$ cat src/logic/dcw_pkg.sv
// Constants for the fourth copy window and its source/destination selector.
// Assumes one core clock and an APB register slave in the same domain.
// Notes on behaviour
// - Low window register map type field reads 10b, a 64-bit window.
// - High window register holds base bits 63:32, writable, resets zero.
// - High translation register writable only with 64-bit map type.
// - High setup bit 31 enables the window; writable only in 64-bit mode.
// - Source port field counts only while source port enable is set.
// - Source station field picks ingress station 0, 1 or 2; 11b reserved.
// - Destination field names egress port 0,1,5,6,8 or 9; others reserved.
// - Enable clear: writes from any port of the chosen station are copied.
// - Enable set: only writes from the programmed source port are copied.
// - Registers exist only on port 0 or its bridged virtual side.
`default_nettype none
package dcw_pkg;
  // ------------------------------------------------------------------
  // Register offsets
  // ------------------------------------------------------------------
  localparam logic [11:0] OFF_BASE_LO  = 12'h4F8;
  localparam logic [11:0] OFF_BASE_HI  = 12'h4FC;
  localparam logic [11:0] OFF_XLAT_LO  = 12'h500;
  localparam logic [11:0] OFF_XLAT_HI  = 12'h504;
  localparam logic [11:0] OFF_SETUP_LO = 12'h508;
  localparam logic [11:0] OFF_SETUP_HI = 12'h50C;
  localparam logic [11:0] OFF_SEL      = 12'h510;
  // ------------------------------------------------------------------
  // Fields and reset values
  // ------------------------------------------------------------------
  localparam logic [1:0]  MAP_TYPE_64   = 2'h2;
  localparam logic [1:0]  MAP_TYPE_32   = 2'h0;
  localparam int          MAP_LSB       = 1;
  localparam int          WIN_LSB       = 20;
  localparam int          WIN_W         = 12;
  localparam int          SETUP_EN_BIT  = 31;
  localparam int          SEL_PORT_LSB  = 0;
  localparam int          SEL_STN_LSB   = 2;
  localparam int          SEL_DST_LSB   = 4;
  localparam int          SEL_PEN_BIT   = 8;
  localparam logic [1:0]  STN_RESERVED  = 2'h3;
  localparam logic [31:0] RST_ZERO      = 32'h0000_0000;
  localparam logic [31:0] RO_BIT3       = 32'h0000_0008;
  // Valid destination port codes
  localparam logic [15:0] DST_VALID_MAP = 16'h0363;
endpackage
`default_nettype wire

$ cat src/logic/dcw_top.sv
// Copy window logic: APB registers plus per-packet copy decision.
// Assumes packet headers arrive one per cycle with a valid strobe.
//
// The APB interface to the registers was left to the implementer.
`default_nettype none
module dcw_top (
  input  wire logic        pclk,
  input  wire logic        presetn,
  input  wire logic        is_port0_or_bridged,
  input  wire logic        psel,
  input  wire logic        penable,
  input  wire logic        pwrite,
  input  wire logic [11:0] paddr,
  input  wire logic [31:0] pwdata,
  output logic      [31:0] prdata,
  output logic             pready,
  output logic             pslverr,
  input  wire logic        pkt_valid,
  input  wire logic        pkt_is_write,
  input  wire logic [1:0]  pkt_stn,
  input  wire logic [1:0]  pkt_port,
  input  wire logic [63:0] pkt_addr,
  output logic             fwd_valid,
  output logic      [63:0] fwd_addr,
  output logic             copy_valid,
  output logic      [63:0] copy_addr,
  output logic      [3:0]  copy_dst_port
);
  // ------------------------------------------------------------------
  // Registers
  // ------------------------------------------------------------------
  logic [11:0] base_lo_reg;
  logic [31:0] base_hi_reg;
  logic [11:0] xlat_lo_reg;
  logic [31:0] xlat_hi_reg;
  logic [11:0] setup_lo_reg;
  logic [31:0] setup_hi_reg;
  logic [8:0]  sel_reg;
  logic [1:0]  map_type;
  logic        wr_en;
  logic        hit_any;
  logic [31:0] rd_next;
  logic        sel_base_lo;
  logic        sel_base_hi;
  logic        sel_xlat_lo;
  logic        sel_xlat_hi;
  logic        sel_setup_lo;
  logic        sel_setup_hi;
  logic        sel_copy_sel;

  assign map_type = dcw_pkg::MAP_TYPE_64;
  assign pready   = 1'b1;
  assign wr_en    = psel & penable & pwrite & is_port0_or_bridged;
  assign pslverr  = 1'b0;

  // ------------------------------------------------------------------
  // Read path
  // ------------------------------------------------------------------
  // Unmapped offsets and other ports read as zero
  always_comb begin
    hit_any = 1'b1;
    rd_next = dcw_pkg::RST_ZERO;
    if (!is_port0_or_bridged) begin
      hit_any = 1'b0;
    end else if (paddr == dcw_pkg::OFF_BASE_LO) begin
      rd_next = {base_lo_reg, 16'h0000, 4'h0} | dcw_pkg::RO_BIT3
              | {29'h0, map_type, 1'b0};
    end else if (paddr == dcw_pkg::OFF_BASE_HI) begin
      rd_next = base_hi_reg;
    end else if (paddr == dcw_pkg::OFF_XLAT_LO) begin
      rd_next = {xlat_lo_reg, 20'h00000};
    end else if (paddr == dcw_pkg::OFF_XLAT_HI) begin
      rd_next = (map_type == dcw_pkg::MAP_TYPE_64) ? xlat_hi_reg
                                                   : dcw_pkg::RST_ZERO;
    end else if (paddr == dcw_pkg::OFF_SETUP_LO) begin
      rd_next = {setup_lo_reg, 20'h00000};
    end else if (paddr == dcw_pkg::OFF_SETUP_HI) begin
      rd_next = (map_type == dcw_pkg::MAP_TYPE_64) ? setup_hi_reg
                                                   : dcw_pkg::RST_ZERO;
    end else if (paddr == dcw_pkg::OFF_SEL) begin
      rd_next = {23'h0, sel_reg};
    end else begin
      hit_any = 1'b0;
    end
  end

  // ------------------------------------------------------------------
  // Read data register
  // ------------------------------------------------------------------
  // Latched at the setup edge so data stands through the access phase
  always_ff @(posedge pclk or negedge presetn) begin
    if (!presetn) begin
      prdata <= dcw_pkg::RST_ZERO;
    end else if (psel && !penable && !pwrite) begin
      prdata <= hit_any ? rd_next : dcw_pkg::RST_ZERO;
    end
  end

  // ------------------------------------------------------------------
  // Write address decode
  // ------------------------------------------------------------------
  always_comb begin
    sel_base_lo  = 1'b0;
    sel_base_hi  = 1'b0;
    sel_xlat_lo  = 1'b0;
    sel_xlat_hi  = 1'b0;
    sel_setup_lo = 1'b0;
    sel_setup_hi = 1'b0;
    sel_copy_sel = 1'b0;
    if (!wr_en) begin
      sel_base_lo = 1'b0;
    end else if (paddr == dcw_pkg::OFF_BASE_LO) begin
      sel_base_lo = 1'b1;
    end else if (paddr == dcw_pkg::OFF_BASE_HI) begin
      sel_base_hi = 1'b1;
    end else if (paddr == dcw_pkg::OFF_XLAT_LO) begin
      sel_xlat_lo = 1'b1;
    end else if (paddr == dcw_pkg::OFF_XLAT_HI) begin
      sel_xlat_hi = 1'b1;
    end else if (paddr == dcw_pkg::OFF_SETUP_LO) begin
      sel_setup_lo = 1'b1;
    end else if (paddr == dcw_pkg::OFF_SETUP_HI) begin
      sel_setup_hi = 1'b1;
    end else if (paddr == dcw_pkg::OFF_SEL) begin
      sel_copy_sel = 1'b1;
    end
  end

  // ------------------------------------------------------------------
  // Register storage
  // ------------------------------------------------------------------
  // Window base low, address bits 31:20
  always_ff @(posedge pclk or negedge presetn) begin
    if (!presetn) begin
      base_lo_reg <= 12'h000;
    end else if (sel_base_lo) begin
      base_lo_reg <= pwdata[31:20];
    end
  end

  // Window base high, address bits 63:32
  always_ff @(posedge pclk or negedge presetn) begin
    if (!presetn) begin
      base_hi_reg <= dcw_pkg::RST_ZERO;
    end else if (sel_base_hi) begin
      base_hi_reg <= pwdata;
    end
  end

  // Translation base low, address bits 31:20
  always_ff @(posedge pclk or negedge presetn) begin
    if (!presetn) begin
      xlat_lo_reg <= 12'h000;
    end else if (sel_xlat_lo) begin
      xlat_lo_reg <= pwdata[31:20];
    end
  end

  // Translation base high, only in 64-bit map mode
  always_ff @(posedge pclk or negedge presetn) begin
    if (!presetn) begin
      xlat_hi_reg <= dcw_pkg::RST_ZERO;
    end else if (sel_xlat_hi && map_type == dcw_pkg::MAP_TYPE_64) begin
      xlat_hi_reg <= pwdata;
    end
  end

  // Window size mask low, address bits 31:20
  always_ff @(posedge pclk or negedge presetn) begin
    if (!presetn) begin
      setup_lo_reg <= 12'h000;
    end else if (sel_setup_lo) begin
      setup_lo_reg <= pwdata[31:20];
    end
  end

  // Window size mask high and enable, only in 64-bit map mode
  always_ff @(posedge pclk or negedge presetn) begin
    if (!presetn) begin
      setup_hi_reg <= dcw_pkg::RST_ZERO;
    end else if (sel_setup_hi && map_type == dcw_pkg::MAP_TYPE_64) begin
      setup_hi_reg <= pwdata;
    end
  end

  // Source port, station, destination and port enable
  always_ff @(posedge pclk or negedge presetn) begin
    if (!presetn) begin
      sel_reg <= 9'h000;
    end else if (sel_copy_sel) begin
      sel_reg <= pwdata[8:0];
    end
  end

  // ------------------------------------------------------------------
  // Copy decision
  // ------------------------------------------------------------------
  logic        src_ok;
  logic        dst_ok;
  logic        in_win;
  logic [63:0] win_mask;
  logic [63:0] base_full;
  logic [63:0] xlat_full;
  logic [3:0]  dst;

  assign dst       = sel_reg[7:4];
  assign dst_ok    = dcw_pkg::DST_VALID_MAP[dst];
  assign win_mask  = {setup_hi_reg[30:0], 1'b1, setup_lo_reg, 20'h00000};
  assign base_full = {base_hi_reg, base_lo_reg, 20'h00000};
  assign xlat_full = {xlat_hi_reg, xlat_lo_reg, 20'h00000};
  assign in_win    = ((pkt_addr & win_mask) == (base_full & win_mask))
                   & setup_hi_reg[31];

  // ------------------------------------------------------------------
  // Source match
  // ------------------------------------------------------------------
  always_comb begin
    src_ok = (sel_reg[3:2] != dcw_pkg::STN_RESERVED)
           && (pkt_stn == sel_reg[3:2]);
    if (sel_reg[8]) begin
      src_ok = src_ok && (pkt_port == sel_reg[1:0]);
    end
    // Port field ignored with enable clear
  end

  // ------------------------------------------------------------------
  // Forward and copy outputs
  // ------------------------------------------------------------------
  always_ff @(posedge pclk or negedge presetn) begin
    if (!presetn) begin
      fwd_valid     <= 1'b0;
      fwd_addr      <= 64'h0;
      copy_valid    <= 1'b0;
      copy_addr     <= 64'h0;
      copy_dst_port <= 4'h0;
    end else begin
      fwd_valid  <= pkt_valid;
      fwd_addr   <= pkt_addr;
      copy_valid <= pkt_valid & pkt_is_write & src_ok & dst_ok & in_win
                  & is_port0_or_bridged;
      copy_addr  <= (pkt_addr & ~win_mask) | (xlat_full & win_mask);
      copy_dst_port <= dst;
    end
  end

  // ------------------------------------------------------------------
  // Checks
  // ------------------------------------------------------------------
  // Register side
  chk_map_type: assert property (
    @(posedge pclk) disable iff (!presetn)
    (psel && !penable && !pwrite && is_port0_or_bridged
      && paddr == dcw_pkg::OFF_BASE_LO)
      |=> prdata[2:1] == dcw_pkg::MAP_TYPE_64)
    else $error("map type not 64-bit");
  chk_hi_write: assert property (
    @(posedge pclk) disable iff (!presetn)
    sel_base_hi |=> base_hi_reg == $past(pwdata))
    else $error("base high not written");
  chk_xlat_write: assert property (
    @(posedge pclk) disable iff (!presetn)
    sel_xlat_hi |=> xlat_hi_reg == $past(pwdata))
    else $error("translation high not written");
  chk_setup_write: assert property (
    @(posedge pclk) disable iff (!presetn)
    sel_setup_hi |=> setup_hi_reg == $past(pwdata))
    else $error("setup high not written");
  chk_wr_ignored: assert property (
    @(posedge pclk) disable iff (!presetn)
    (psel && penable && pwrite && !is_port0_or_bridged)
      |=> $stable(sel_reg) && $stable(base_hi_reg))
    else $error("write taken on other port");
  chk_rd_blank: assert property (
    @(posedge pclk) disable iff (!presetn)
    (psel && !penable && !pwrite && !is_port0_or_bridged)
      |=> prdata == dcw_pkg::RST_ZERO)
    else $error("read data on other port");

  // Window enable and source selection
  chk_copy_needs_en: assert property (
    @(posedge pclk) disable iff (!presetn)
    copy_valid |-> $past(setup_hi_reg[31]))
    else $error("copy while off");
  chk_port_match: assert property (
    @(posedge pclk) disable iff (!presetn)
    (copy_valid && $past(sel_reg[8]))
      |-> $past(pkt_port) == $past(sel_reg[1:0]))
    else $error("copy from wrong port");
  chk_stn_match: assert property (
    @(posedge pclk) disable iff (!presetn)
    copy_valid |-> $past(pkt_stn) == $past(sel_reg[3:2]))
    else $error("copy from wrong station");
  chk_stn_legal: assert property (
    @(posedge pclk) disable iff (!presetn)
    copy_valid |-> $past(sel_reg[3:2]) != dcw_pkg::STN_RESERVED)
    else $error("copy from reserved station");

  // Destination
  chk_dst_legal: assert property (
    @(posedge pclk) disable iff (!presetn)
    copy_valid |-> dcw_pkg::DST_VALID_MAP[copy_dst_port])
    else $error("reserved destination");
  chk_dst_follow: assert property (
    @(posedge pclk) disable iff (!presetn)
    copy_valid |-> copy_dst_port == $past(sel_reg[7:4]))
    else $error("wrong destination");

  // Forwarding and copying
  chk_fwd_kept: assert property (
    @(posedge pclk) disable iff (!presetn)
    copy_valid |-> fwd_valid && fwd_addr == $past(pkt_addr))
    else $error("original not forwarded");
  chk_fwd_follow: assert property (
    @(posedge pclk) disable iff (!presetn)
    fwd_valid == $past(pkt_valid))
    else $error("forward pulse lost");
  chk_copy_write: assert property (
    @(posedge pclk) disable iff (!presetn)
    copy_valid |-> $past(pkt_valid && pkt_is_write))
    else $error("copy of a non-write");
  chk_copy_in_win: assert property (
    @(posedge pclk) disable iff (!presetn)
    copy_valid |-> (($past(pkt_addr) ^ $past(base_full))
      & $past(win_mask)) == 64'h0)
    else $error("copy outside window");
  chk_copy_low: assert property (
    @(posedge pclk) disable iff (!presetn)
    copy_valid |-> ((copy_addr ^ $past(pkt_addr))
      & ~$past(win_mask)) == 64'h0)
    else $error("copy offset changed");
  chk_absent: assert property (
    @(posedge pclk) disable iff (!presetn)
    !is_port0_or_bridged |=> !copy_valid)
    else $error("copy on other port");

  // ------------------------------------------------------------------
  // Cover points
  // ------------------------------------------------------------------
  cov_copy: cover property (
    @(posedge pclk) disable iff (!presetn)
    copy_valid);
  cov_port_mode: cover property (
    @(posedge pclk) disable iff (!presetn)
    copy_valid && sel_reg[8]);
  cov_station_mode: cover property (
    @(posedge pclk) disable iff (!presetn)
    copy_valid && !$past(sel_reg[8]));
  cov_fwd_only: cover property (
    @(posedge pclk) disable iff (!presetn)
    fwd_valid && !copy_valid);
  cov_other_port: cover property (
    @(posedge pclk) disable iff (!presetn)
    fwd_valid && !is_port0_or_bridged);
endmodule
`default_nettype wire

$ cat config.mk
export PLATFORM = sky130hd
export DESIGN_NAME = dcw_top
export DESIGN_NICKNAME = d
export VERILOG_FILES = /design/src/logic/dcw_pkg.sv /design/src/logic/dcw_top.sv
export SDC_FILE = /design/constraint.sdc
export NUM_CORES = 1
export LEC_CHECK = 0
export BUFFER_PORTS_ARGS = -buffer_cell sky130_fd_sc_hd__clkbuf_2
export CAP_MARGIN = 20
export CORE_MARGIN = 2
export CORE_UTILIZATION = 53
export DETAILED_ROUTE_END_ITERATION = 16
export GPL_TIMING_DRIVEN = 0
export PLACE_DENSITY = 0.79
export REMOVE_ABC_BUFFERS = 1
export SYNTH_ARGS = -nofsm -noshare
export SYNTH_HDL_FRONTEND = slang
export SYNTH_SLANG_ARGS = --single-unit
$ cat constraint.sdc
create_clock -name pclk -period 1.65 [get_ports pclk]
set_input_delay 0.0825 -clock pclk [delete_from_list [all_inputs] [get_ports pclk]]
set_output_delay 0.0825 -clock pclk [all_outputs]
set_load 0.05 [all_outputs]
==> summary.md, run 1 <==
| Metric | Value |
|---|---|
| CTS clk-pin slew, worst paths | 0.06 ns |
| Mapped Avg Cell Area | 14.5 µm² |
| Pre-CTS setup slack | -2.21 ns |
| Initial DRC count | 466 |
| Post-synth EDFFs | 0 |
| Final TNS setup | -0.0722 ns |
| Area Growth Syn to Fin | 31.5% |
| H-tree levels | 1 |
| Pwr Density | 972 nW/µm² |
| Critical path capture point type | flip-flop |
| #FFs+latches synth | 287 |
| Synth Area in XOR/XNOR | 3.58% |
| Tcrit/Tclk final | 104% |
| Clock sinks | ~290 |
| Outcome | complete, but fails checks |
| Worst Setup SP | base_hi_reg[17] |
| DPL Wire Length | about 21 mm |
| WP depth | 5 |
| Data required, critical path | 2.08 ns |
| Reg with most FFs | copy_addr |
| Final GP Congestion | 0.856 |
| Clock Tree Root | clkbuf_16 |
| Post-synth ARST share | 100% |
| CP startpoint kind | flip-flop |
| Crit path to | copy_valid |
| Area of the core | approximately 22000 µm² |
| Netlist cell types | 55 |
| Worst VDD drop | approximately 870 µV |
| Post-synthesis mux area share | 20.0% |
| Largest family of logic cells by synthesized area | multiplexers |
| CTS buffer count | 29 |
| # hold bufs at CTS | 97 |
| Simple-gate area share of the yosys netlist | 4.95% |
| I/O pin cnt | about 290 |
| Mapped Area | 11800 µm² |
| Worst-case reg-to-reg path depth | 5 |
| Vias/cell | ~5.6 |
| Lkg Pwr | 0.00780 µW |
| Routed Antenna Nets | 0 |
| Reg-to-reg startpoint | base_hi_reg[17] |
| Gate Count Post-Synth | 812 |
| Post-synthesis adder-cell area fraction | 0% |
| Max FFs per register | 64 |
| Largest regs | copy_addr (64), fwd_addr (44) |
| Failing checks | negative hold slack, negative setup slack |
| Maxcap violations | 0 |
| Pre-antenna DRT Iters | 5 |
| Initial antenna violation count | 1 |
| Fin. max-slew vios | 0 |
| Hold crit path type | in2async |
| Clk_lat worst skew | about 0.53 ns |
| Layout cells sized above 1 | 47.0% |
| Crit path DAT | ~2.2 ns |
| Worst slew pin tran | 0.950 ns |
| First-pass GRT wire length | 49.9 mm |
| Predominant post-synthesis flop cell | dfrtp_1 |
| Seq/Total Area, Yosys | 61.1% |
| Drt drc | 0 |
| Cell family with most CP delay | compound AO/OA/AOI/OAI gates |
| Final Hold Fails | 97 |
| Compound-gate portion of the synthesized area | 7.10% |
| DRT Wirelength | 32.1 mm |
| Die Span Y | approximately 150 µm |
| Final WS setup | -0.0722 ns |
| Port bufs | between 200 and 300 |
| Clock skew | 0.0115 ns |
| Hold WS | -0.347 ns |
| Crit-path slowest cell | dfrtp_1 |
| Crit path buffers/inverters | 0 |
| Global Route Usage Sum | 27.2% |
| Clock Path Buffers | 3 |
| DIE AREA | between 20000 and 25000 µm² |
| Vias | 8347 |
| Crit path cell chain | xor2_1 > a22o_1 > a221oi_1 > nand4_1 > nor4_1 |
| Setup CP Type | reg2reg |
| Total gr overflow | 0 |
| Max_slew headroom | 35.8% |
| Fmax | 581 MHz |
| Largest net degree at the start of global routing | 101 |
| # diodes | 0 |
| Crit Path Max Fanout | 3 |
| Row count | 54 |
| Final min period | 1.72 ns |
| Nets | between 1000 and 1500 |
| Worst R2R Setup Slack | -0.07 ns |
| Final setup viols | 1 |
| RSZ-0062 raised after global routing | yes |
| Initial Utilization | 53.9% |
| Vias in the first global route | slightly below 9000 |
| Max stage delay on crit path | 0.40 ns |
| Syn. warnings | 0 |
| Die Wd | 153 µm |
| FF-to-FF End | copy_valid |
| DR WL/cell | between 20 and 25 µm |
| TritonCTS clock tree | done |
-- metrics by stage --
step	cell area (µm²)	power, µW	utilization (%)	std cells	hold slack, ns
after global routing	15500	15500	70.8	1492	-0.290
after CTS	15400	15100	70.6	1490	-0.332
after floorplan	11400	8110	-	756	-0.213
final	15500	15000	70.8	1492	-0.347
after global placement	13200	8720	60.3	1321	0.191
after detailed placement	13300	8750	61.1	1328	0.192
-- cell usage after synthesis (3+ instances only) --
cell | instances | area share (%)
o22ai_1 | 11 | 0.59
a222oi_1 | 12 | 1.0
nand2_1 | 48 | 1.5
nor4_4 | 3 | 0.54
nand4_1 | 5 | 0.27
a22o_1 | 10 | 0.75
buf_4 | 23 | 1.5
o21ai_1 | 10 | 0.43
nand2b_1 | 3 | 0.16
o221ai_1 | 12 | 0.89
nor2_1 | 10 | 0.32
a22oi_1 | 14 | 0.89
xor2_1 | 47 | 3.5
inv_1 | 3 | 0.096
nand3_1 | 3 | 0.13
a221oi_1 | 14 | 1.0
o21ai_0 | 22 | 0.94
dfrtp_1 | 287 | 61
mux2i_1 | 12 | 1.0
mux2_2 | 184 | 18
mux2_4 | 9 | 1.1
buf_2 | 9 | 0.38
clkbuf_1 | 14 | 0.45
buf_6 | 8 | 0.77
-- what timing repair did --
action / CTS / global route
setup endpoints to repair: 174 / 27
pin swaps: 11 / 3
endpoints found under the hold margin: 347 / 97
buffers inserted: 14 / 2
gates cloned: 0 / 0
resized for setup: 21 / 4
-- logic make-up (layout without fill, tap and decap cells) --
group	count (synthesis)	after routing
XOR/XNOR	48	48
multiplexers	207	207
buffers and inverters	59	459
other	2	2
AND/OR/NAND/NOR	96	96
flip-flops	287	287
AO/OA/AOI/OAI	113	113
-- report_power, final --
part | internal, µW | total (µW) | switching (µW)
clock | 3610 | 6190 | 2580
sequential | 7180 | 7220 | 46.9
combinational | 484 | 1600 | 1120
-- worst reg2reg max path, stage by stage (launching register included) --
cell	delay [ns]
dfrtp_1	0.40
xor2_1	0.19
a22o_1	0.27
a221oi_1	0.33
nand4_1	0.23
nor4_1	0.21
-- final cells by class --
cell class	instances	area [µm²]
repair buffers	405	2690
multi-input cells	466	4330
clock buffers	46	840
clock inverters	5	50.0
fillers	1483	6370
flip-flops and latches	287	7180
well taps	280	350
inverters	3	11.3
-- how the worst min path moves through the flow --
stage	slack, ns	from	to	depth (start not counted)
CTS	-0.33	presetn	base_hi_reg[6]	1
detailed placement	0.19	pkt_addr[17]	copy_addr[17]	1
floorplan	-0.21	presetn	base_hi_reg[0]	0
global route	-0.29	presetn	fwd_addr[42]	1
global placement	0.19	pkt_addr[15]	copy_addr[15]	1
finish	-0.35	presetn	fwd_addr[41]	1
-- layout by cell type, fill, tap and decap left out, types with 14 or more instances in the layout --
master / synthesis / routed
a22oi_1: 14 / 14
o21ai_0: 22 / 22
nand2_1: 48 / 45
mux2_2: 184 / 184
buf_4: 23 / 14
clkbuf_2: 0 / 282
xor2_1: 47 / 47
dlygate4sd3_1: 0 / 97
clkbuf_16: 0 / 29
dfrtp_1: 287 / 287
-- per-layer routing --
layer,global-route usage [%],share of wire [%]
met1,36.2,41
met2,45.4,49
met3,5.42,7.1
met4,8.55,2.8
met5,0,0
Note: power is estimated with default switching activity, not from simulation.
==> run 2: changes to the inputs <==
CORE_MARGIN = 10   (was 2)
==> run 2 against run 1 <==
The run ends with negative setup slack left. Largest power group unchanged. Largest cell class unchanged. Register-to-register slack better by 0.03 ns. Hold slack better by 0.38 ns. Wire length up 9.7%. Via count up 2.1%. Sequential cell count unchanged.
==> summary.md, run 2 (synthesis results as in run 1) <==
| Metric | Value |
|---|---|
| Hold crit path type | in2reg |
| Area Growth Syn to Fin | 32.4% |
| Vias/cell | approximately 5.7 |
| Cells after DPL | 1328 |
| Final GP Congestion | around 0.85 |
| H-tree levels | 1 |
| Failing checks | negative setup slack |
| Worst slew pin tran | roughly 0.83 ns |
| Setup CP Type | reg2reg |
| FF-to-FF End | copy_valid |
| Die Wd | 169 µm |
| Clock Tree Root | clkbuf_16 |
| Most frequent cells in the layout | dfrtp_1, clkbuf_2, mux2_2 |
| Clock sinks | 287 |
| Worst Setup SP | base_hi_reg[0] |
| Final std cell area, no fill | 15600 µm² |
| Largest net degree at the start of global routing | 104 |
| TritonCTS clock tree | done |
| DR WL/cell | 23.5 µm |
| Max FFs per register | 64 |
| CTS clk-pin slew, worst paths | approximately 0.06 ns |
| Clock skew | 0.0111 ns |
| DIE AREA | 28500 µm² |
| Final min period | 1.69 ns |
| Maxcap violations | 0 |
| RSZ-0062 raised after global routing | yes |
| CTS buffer count | 29 |
| Crit Path Max Fanout | 2 |
| Clock Path Buffers | 3 |
| Fmax | roughly 590 MHz |
| Reg-to-reg startpoint | base_hi_reg[0] |
| Final Hold Fails | 0 |
| Total gr overflow | 0 |
| Crit path to | copy_valid |
| Row count | 54 |
| Outcome | complete, but fails checks |
| Pwr Density | 981 nW/µm² |
| Initial DRC count | 833 |
| Routed Antenna Nets | 0 |
| Initial antenna violation count | 4 |
| Critical path capture point type | flip-flop |
| Worst R2R Setup Slack | -0.04 ns |
| Most common cell after layout, fill and taps aside | dfrtp_1 |
| Area of the core | 21800 µm² |
| First-pass GRT wire length | 53.8 mm |
| Lkg Pwr | just under 0.008 µW |
| Fill cells | between 1000 and 1500 |
| Non-filler cells, final | 1501 |
| Pre-antenna DRT Iters | 7 |
| DPL Wire Length | 23.3 mm |
| CP startpoint kind | flip-flop |
| Hold WS | between 0.02 and 0.03 ns |
| Largest regs | copy_addr (64), fwd_addr (44) |
| Clk_lat worst skew | 0.54 ns |
| Tcrit/Tclk final | 102% |
| Data required, critical path | 2.10 ns |
| Max_slew headroom | 44.3% |
| Worst-case reg-to-reg path depth | 5 |
| Port bufs | 285 |
| Initial Utilization | 53.9% |
| Crit path DAT | 2.14 ns |
| Fin. max-slew vios | 0 |
| Dpl cell area | around 13000 µm² |
| Vias in the first global route | 9160 |
| FF/Latch Area | between 7000 and 8000 µm² |
| Reg with most FFs | copy_addr |
| Global Route Usage Sum | 24.0% |
| DRT Wirelength | around 35 mm |
| I/O pin cnt | ~290 |
| Vias | 8522 |
| Die Span Y | 169 µm |
| Final TNS setup | -0.0374 ns |
| Worst VDD drop | 900 µV |
| Area of the multi-input gates | around 4300 µm² |
| Final setup viols | 1 |
| Final WS setup | -0.0374 ns |
| Nets | 1315 |
| Layout cells sized above 1 | 47.7% |
| Tot Pwr | approximately 15000 µW |
| Drt drc | 0 |
==> run 2: cell count changes in the layout (fill, tap and decap cells not counted), sizes merged <==
| cell | previous run | this run |
|---|---|---|
| diode | 0 | 3 |
| clkinv | 4 | 6 |
| dlygate4sd3 | 97 | 100 |
| inv | 3 | 4 |
| clkinvlp | 0 | 1 |
| bufinv | 1 | 0 |
==> run 2: worst min-delay path by stage <==
stage	start	slack [ns]	end	cells after the start
2_1_floorplan	presetn	-0.21	base_hi_reg[0]	0
3_3_place_gp	pkt_addr[10]	0.19	copy_addr[10]	1
3_5_place_dp	pkt_addr[2]	0.19	copy_addr[2]	1
4_1_cts	is_port0_or_bridged	0.01	copy_valid	5
5_1_grt	is_port0_or_bridged	0.04	copy_valid	5
6_report	is_port0_or_bridged	0.03	copy_valid	5
==> run 2: per-stage QoR <==
stage / utilization, % / worst slack, ns
2_1_floorplan: - / -0.819
3_3_place_gp: 60.3 / -5.40
3_5_place_dp: 61.0 / -2.20
4_1_cts: 71.0 / -0.0527
5_1_grt: 71.3 / -0.0752
6_report: 71.3 / -0.0374
==> run 2: layout make-up <==
cell class / count / share of cell area, %
Tap cell: 280 / 2.25
Inverter: 3 / 0.0723
Sequential cell: 287 / 46.1
Multi-Input combinational cell: 466 / 27.9
Clock buffer: 46 / 5.78
Clock inverter: 8 / 0.297
Timing Repair Buffer: 408 / 17.5
Antenna cell: 3 / 0.0482
==> run 2: layer usage <==
| layer | global-route usage, % | wire length [µm] | vias up |
|---|---|---|---|
| met5 | 0 | 18 | - |
| met4 | 7.27 | 948 | 2 |
| met3 | 6.00 | 2850 | 63 |
| met2 | 40.3 | 17700 | 365 |
| met1 | 29.9 | 13700 | 4363 |
| li1 | - | - | 3729 |
==> run 2: power breakdown <==
part           total [µW]  leakage, µW  internal [µW]  switching, µW
registers            7220      0.00376           7170           48.4
logic                1630      0.00363            488           1140
clock network        6420     0.000472           3720           2700
==> run 2: repair_timing <==
action | in CTS | in global routing
buffers inserted | 13 | 3
hold buffers | 100 | 0
endpoints found under the hold margin | 337 | 0
endpoints found under the setup margin | 174 | 64
pin swaps | 12 | 3
resized for setup | 22 | 6
==> run 2: worst max-delay path: stages, from the launching register on <==
cell      delay, ns
dfrtp_1        0.41
xor2_2         0.17
a211o_1        0.33
a221oi_4       0.27
nand4_1        0.17
nor4_1         0.24
==> run 3: changes to the inputs <==
SETUP_SLACK_MARGIN = 0.3   (was not set)
==> run 3 against run 2 <==
Die area unchanged. Sequential share of layout area down 3.5 points. Largest power group unchanged. Sequential power about the same. The flow still finishes with violations (negative setup slack). Hold slack about the same. Design area up 8.3%. Non-clock buffer count up 38. Setup slack worse by 0.050 ns. First-iteration DRC count up 13%. Clock power about the same. Combinational power up 5%. Clock-buffer cell count unchanged.
==> summary.md, run 3 (synthesis results as in run 1) <==
| Metric | Value |
|---|---|
| TritonCTS clock tree | done |
| Maxcap violations | 0 |
| Tcrit/Tclk final | 105% |
| Fmax | 576 MHz |
| Clock Tree Root | clkbuf_16 |
| Dpl cell area | 13300 µm² |
| Vias/cell | 5.84 |
| H-tree levels | 1 |
| Die Wd | approximately 170 µm |
| First-pass GRT wire length | 58.9 mm |
| Crit path cell chain | nand2b_1 > xnor2_1 > a211oi_1 > nand4_1 > nor4_2 |
| Worst VDD drop | 934 µV |
| Hold crit path type | in2reg |
| Pre-antenna DRT Iters | 5 |
| Tot Pwr | 15400 µW |
| Max stage delay on crit path | 0.50 ns |
| Largest regs | copy_addr (64), fwd_addr (44) |
| Final WS setup | -0.0873 ns |
| Clock sinks | about 290 |
| Initial Utilization | 53.9% |
| Vias in the first global route | approximately 9800 |
| Row count | 54 |
| Vias | 9021 |
| Most frequent cells in the layout | dfrtp_1, clkbuf_2, mux2_4 |
| Most common cell after layout, fill and taps aside | dfrtp_1 |
| Final min period | 1.74 ns |
| Routed Antenna Nets | 0 |
| Final setup viols | 1 |
| Area of the core | 21800 µm² |
| Setup CP Type | reg2reg |
| DIE AREA | 28500 µm² |
| Initial antenna violation count | 1 |
| Die Span Y | 169 µm |
| Failing checks | negative setup slack |
| Port bufs | ~290 |
| Max FFs per register | 64 |
| Nets | 1361 |
| Lkg Pwr | 0.00850 µW |
| Clock skew | between 0.015 and 0.02 ns |
| Global Route Usage Sum | 26.3% |
| CTS clk-pin slew, worst paths | 0.06 ns |
| CP startpoint kind | flip-flop |
| I/O pin cnt | 288 |
| Largest net degree at the start of global routing | between 100 and 150 |
| Worst slew pin tran | 0.892 ns |
| Critical path capture point type | flip-flop |
| CTS buffer count | 29 |
| DRT Wirelength | slightly below 40 mm |
| Final core occ | 77.2% |
| DPL Wire Length | about 23 mm |
| Crit path buffers/inverters | 0 |
| Final std cell area, no fill | 16900 µm² |
| Outcome | complete, but fails checks |
| Total gr overflow | 0 |
| Max_slew headroom | about two fifths |
| Crit Path Max Fanout | 5 |
| Initial DRC count | 943 |
| Layout cells sized above 1 | 52.5% |
| Reg with most FFs | copy_addr |
| DR WL/cell | 25.7 µm |
| Final Hold Fails | 0 |
| Cell family with most CP delay | simple AND/OR/NAND/NOR gates |
| Data required, critical path | 2.11 ns |
| Fin. max-slew vios | 0 |
| Crit path DAT | 2.20 ns |
| Clk_lat worst skew | 0.55 ns |
| Pwr Density | 913 nW/µm² |
| Crit-path slowest cell | dfrtp_1 |
| RSZ-0062 raised after global routing | yes |
| Drt drc | 0 |
| Clock Path Buffers | 3 |
| Final GP Congestion | 0.846 |
| Area Growth Syn to Fin | 43.4% |
run 3: changes by cell type in the layout (fill, tap and decap cells not counted), sizes merged:
cell | before | now
buf | 23 | 62
diode | 3 | 1
nand2 | 51 | 59
dlygate4sd3 | 100 | 99
run 3: tightest hold or removal path: cells and delay by family:
kind / cells / cell delay, ns
buffers and inverters: 1 / 0.12
and+or+nand+nor: 3 / 0.27
AOI/OAI and AO/OA: 1 / 0.06
run 3: path summary, 6_finish.rpt:
path | from | endpoint | slack (ns) | cells past startpoint
worst max-delay path | sel_reg[6] | copy_valid | -0.09 | 5
worst min-delay path | is_port0_or_bridged | copy_valid | 0.03 | 5
worst max register to register | sel_reg[6] | copy_valid | -0.09 | 5
worst min register to register | sel_reg[7] | copy_dst_port[3] | 0.45 | 0
max in group asynchronous | presetn | fwd_addr[28] | 0.50 | 3
min in group asynchronous | presetn | copy_addr[36] | 0.19 | 2
run 3: layout make-up:
class                   instances  area [µm²]
repair buffers                446        3260
well taps                     280         350
multi-input cells             474        5100
clock buffers                  46         900
fillers                      1284        4970
diodes                          1        2.50
clock inverters                 8        46.3
inverters                       3        11.3
flip-flops and latches        287        7180
run 3: what timing repair did:
item,CTS,global route
pin swaps,44,22
gates resized for setup,172,52
cloned,8,5
setup endpoints to repair,174,162
buffers inserted,42,8
endpoints found under the hold margin,336,0
hold buffers,99,0
run 3: metal layers:
metal,routed length (µm),vias up,track usage [%]
li1,-,3834,-
met1,14900,4550,32.4
met2,19500,527,44.2
met3,3840,110,7.25
met4,1430,0,7.76
met5,0,-,0
run 3: through the flow:
| step | setup slack, ns | TNS (ns) | instances | hold slack [ns] |
|---|---|---|---|---|
| floorplan | -0.819 | -75.55 | 756 | -0.213 |
| detailed placement | -2.20 | -221.59 | 1328 | 0.192 |
| global route | -0.140 | -0.140 | 1545 | 0.0476 |
| finish | -0.0873 | -0.0873 | 1545 | 0.0289 |
| CTS | -0.0527 | -0.0527 | 1531 | 0.0102 |
| global placement | -5.40 | -1836.07 | 1321 | 0.191 |
run 3: report_power, final:
part / switching (µW) / internal (µW)
registers: 49.3 / 7170
logic: 1180 / 529
clock network: 2730 / 3720
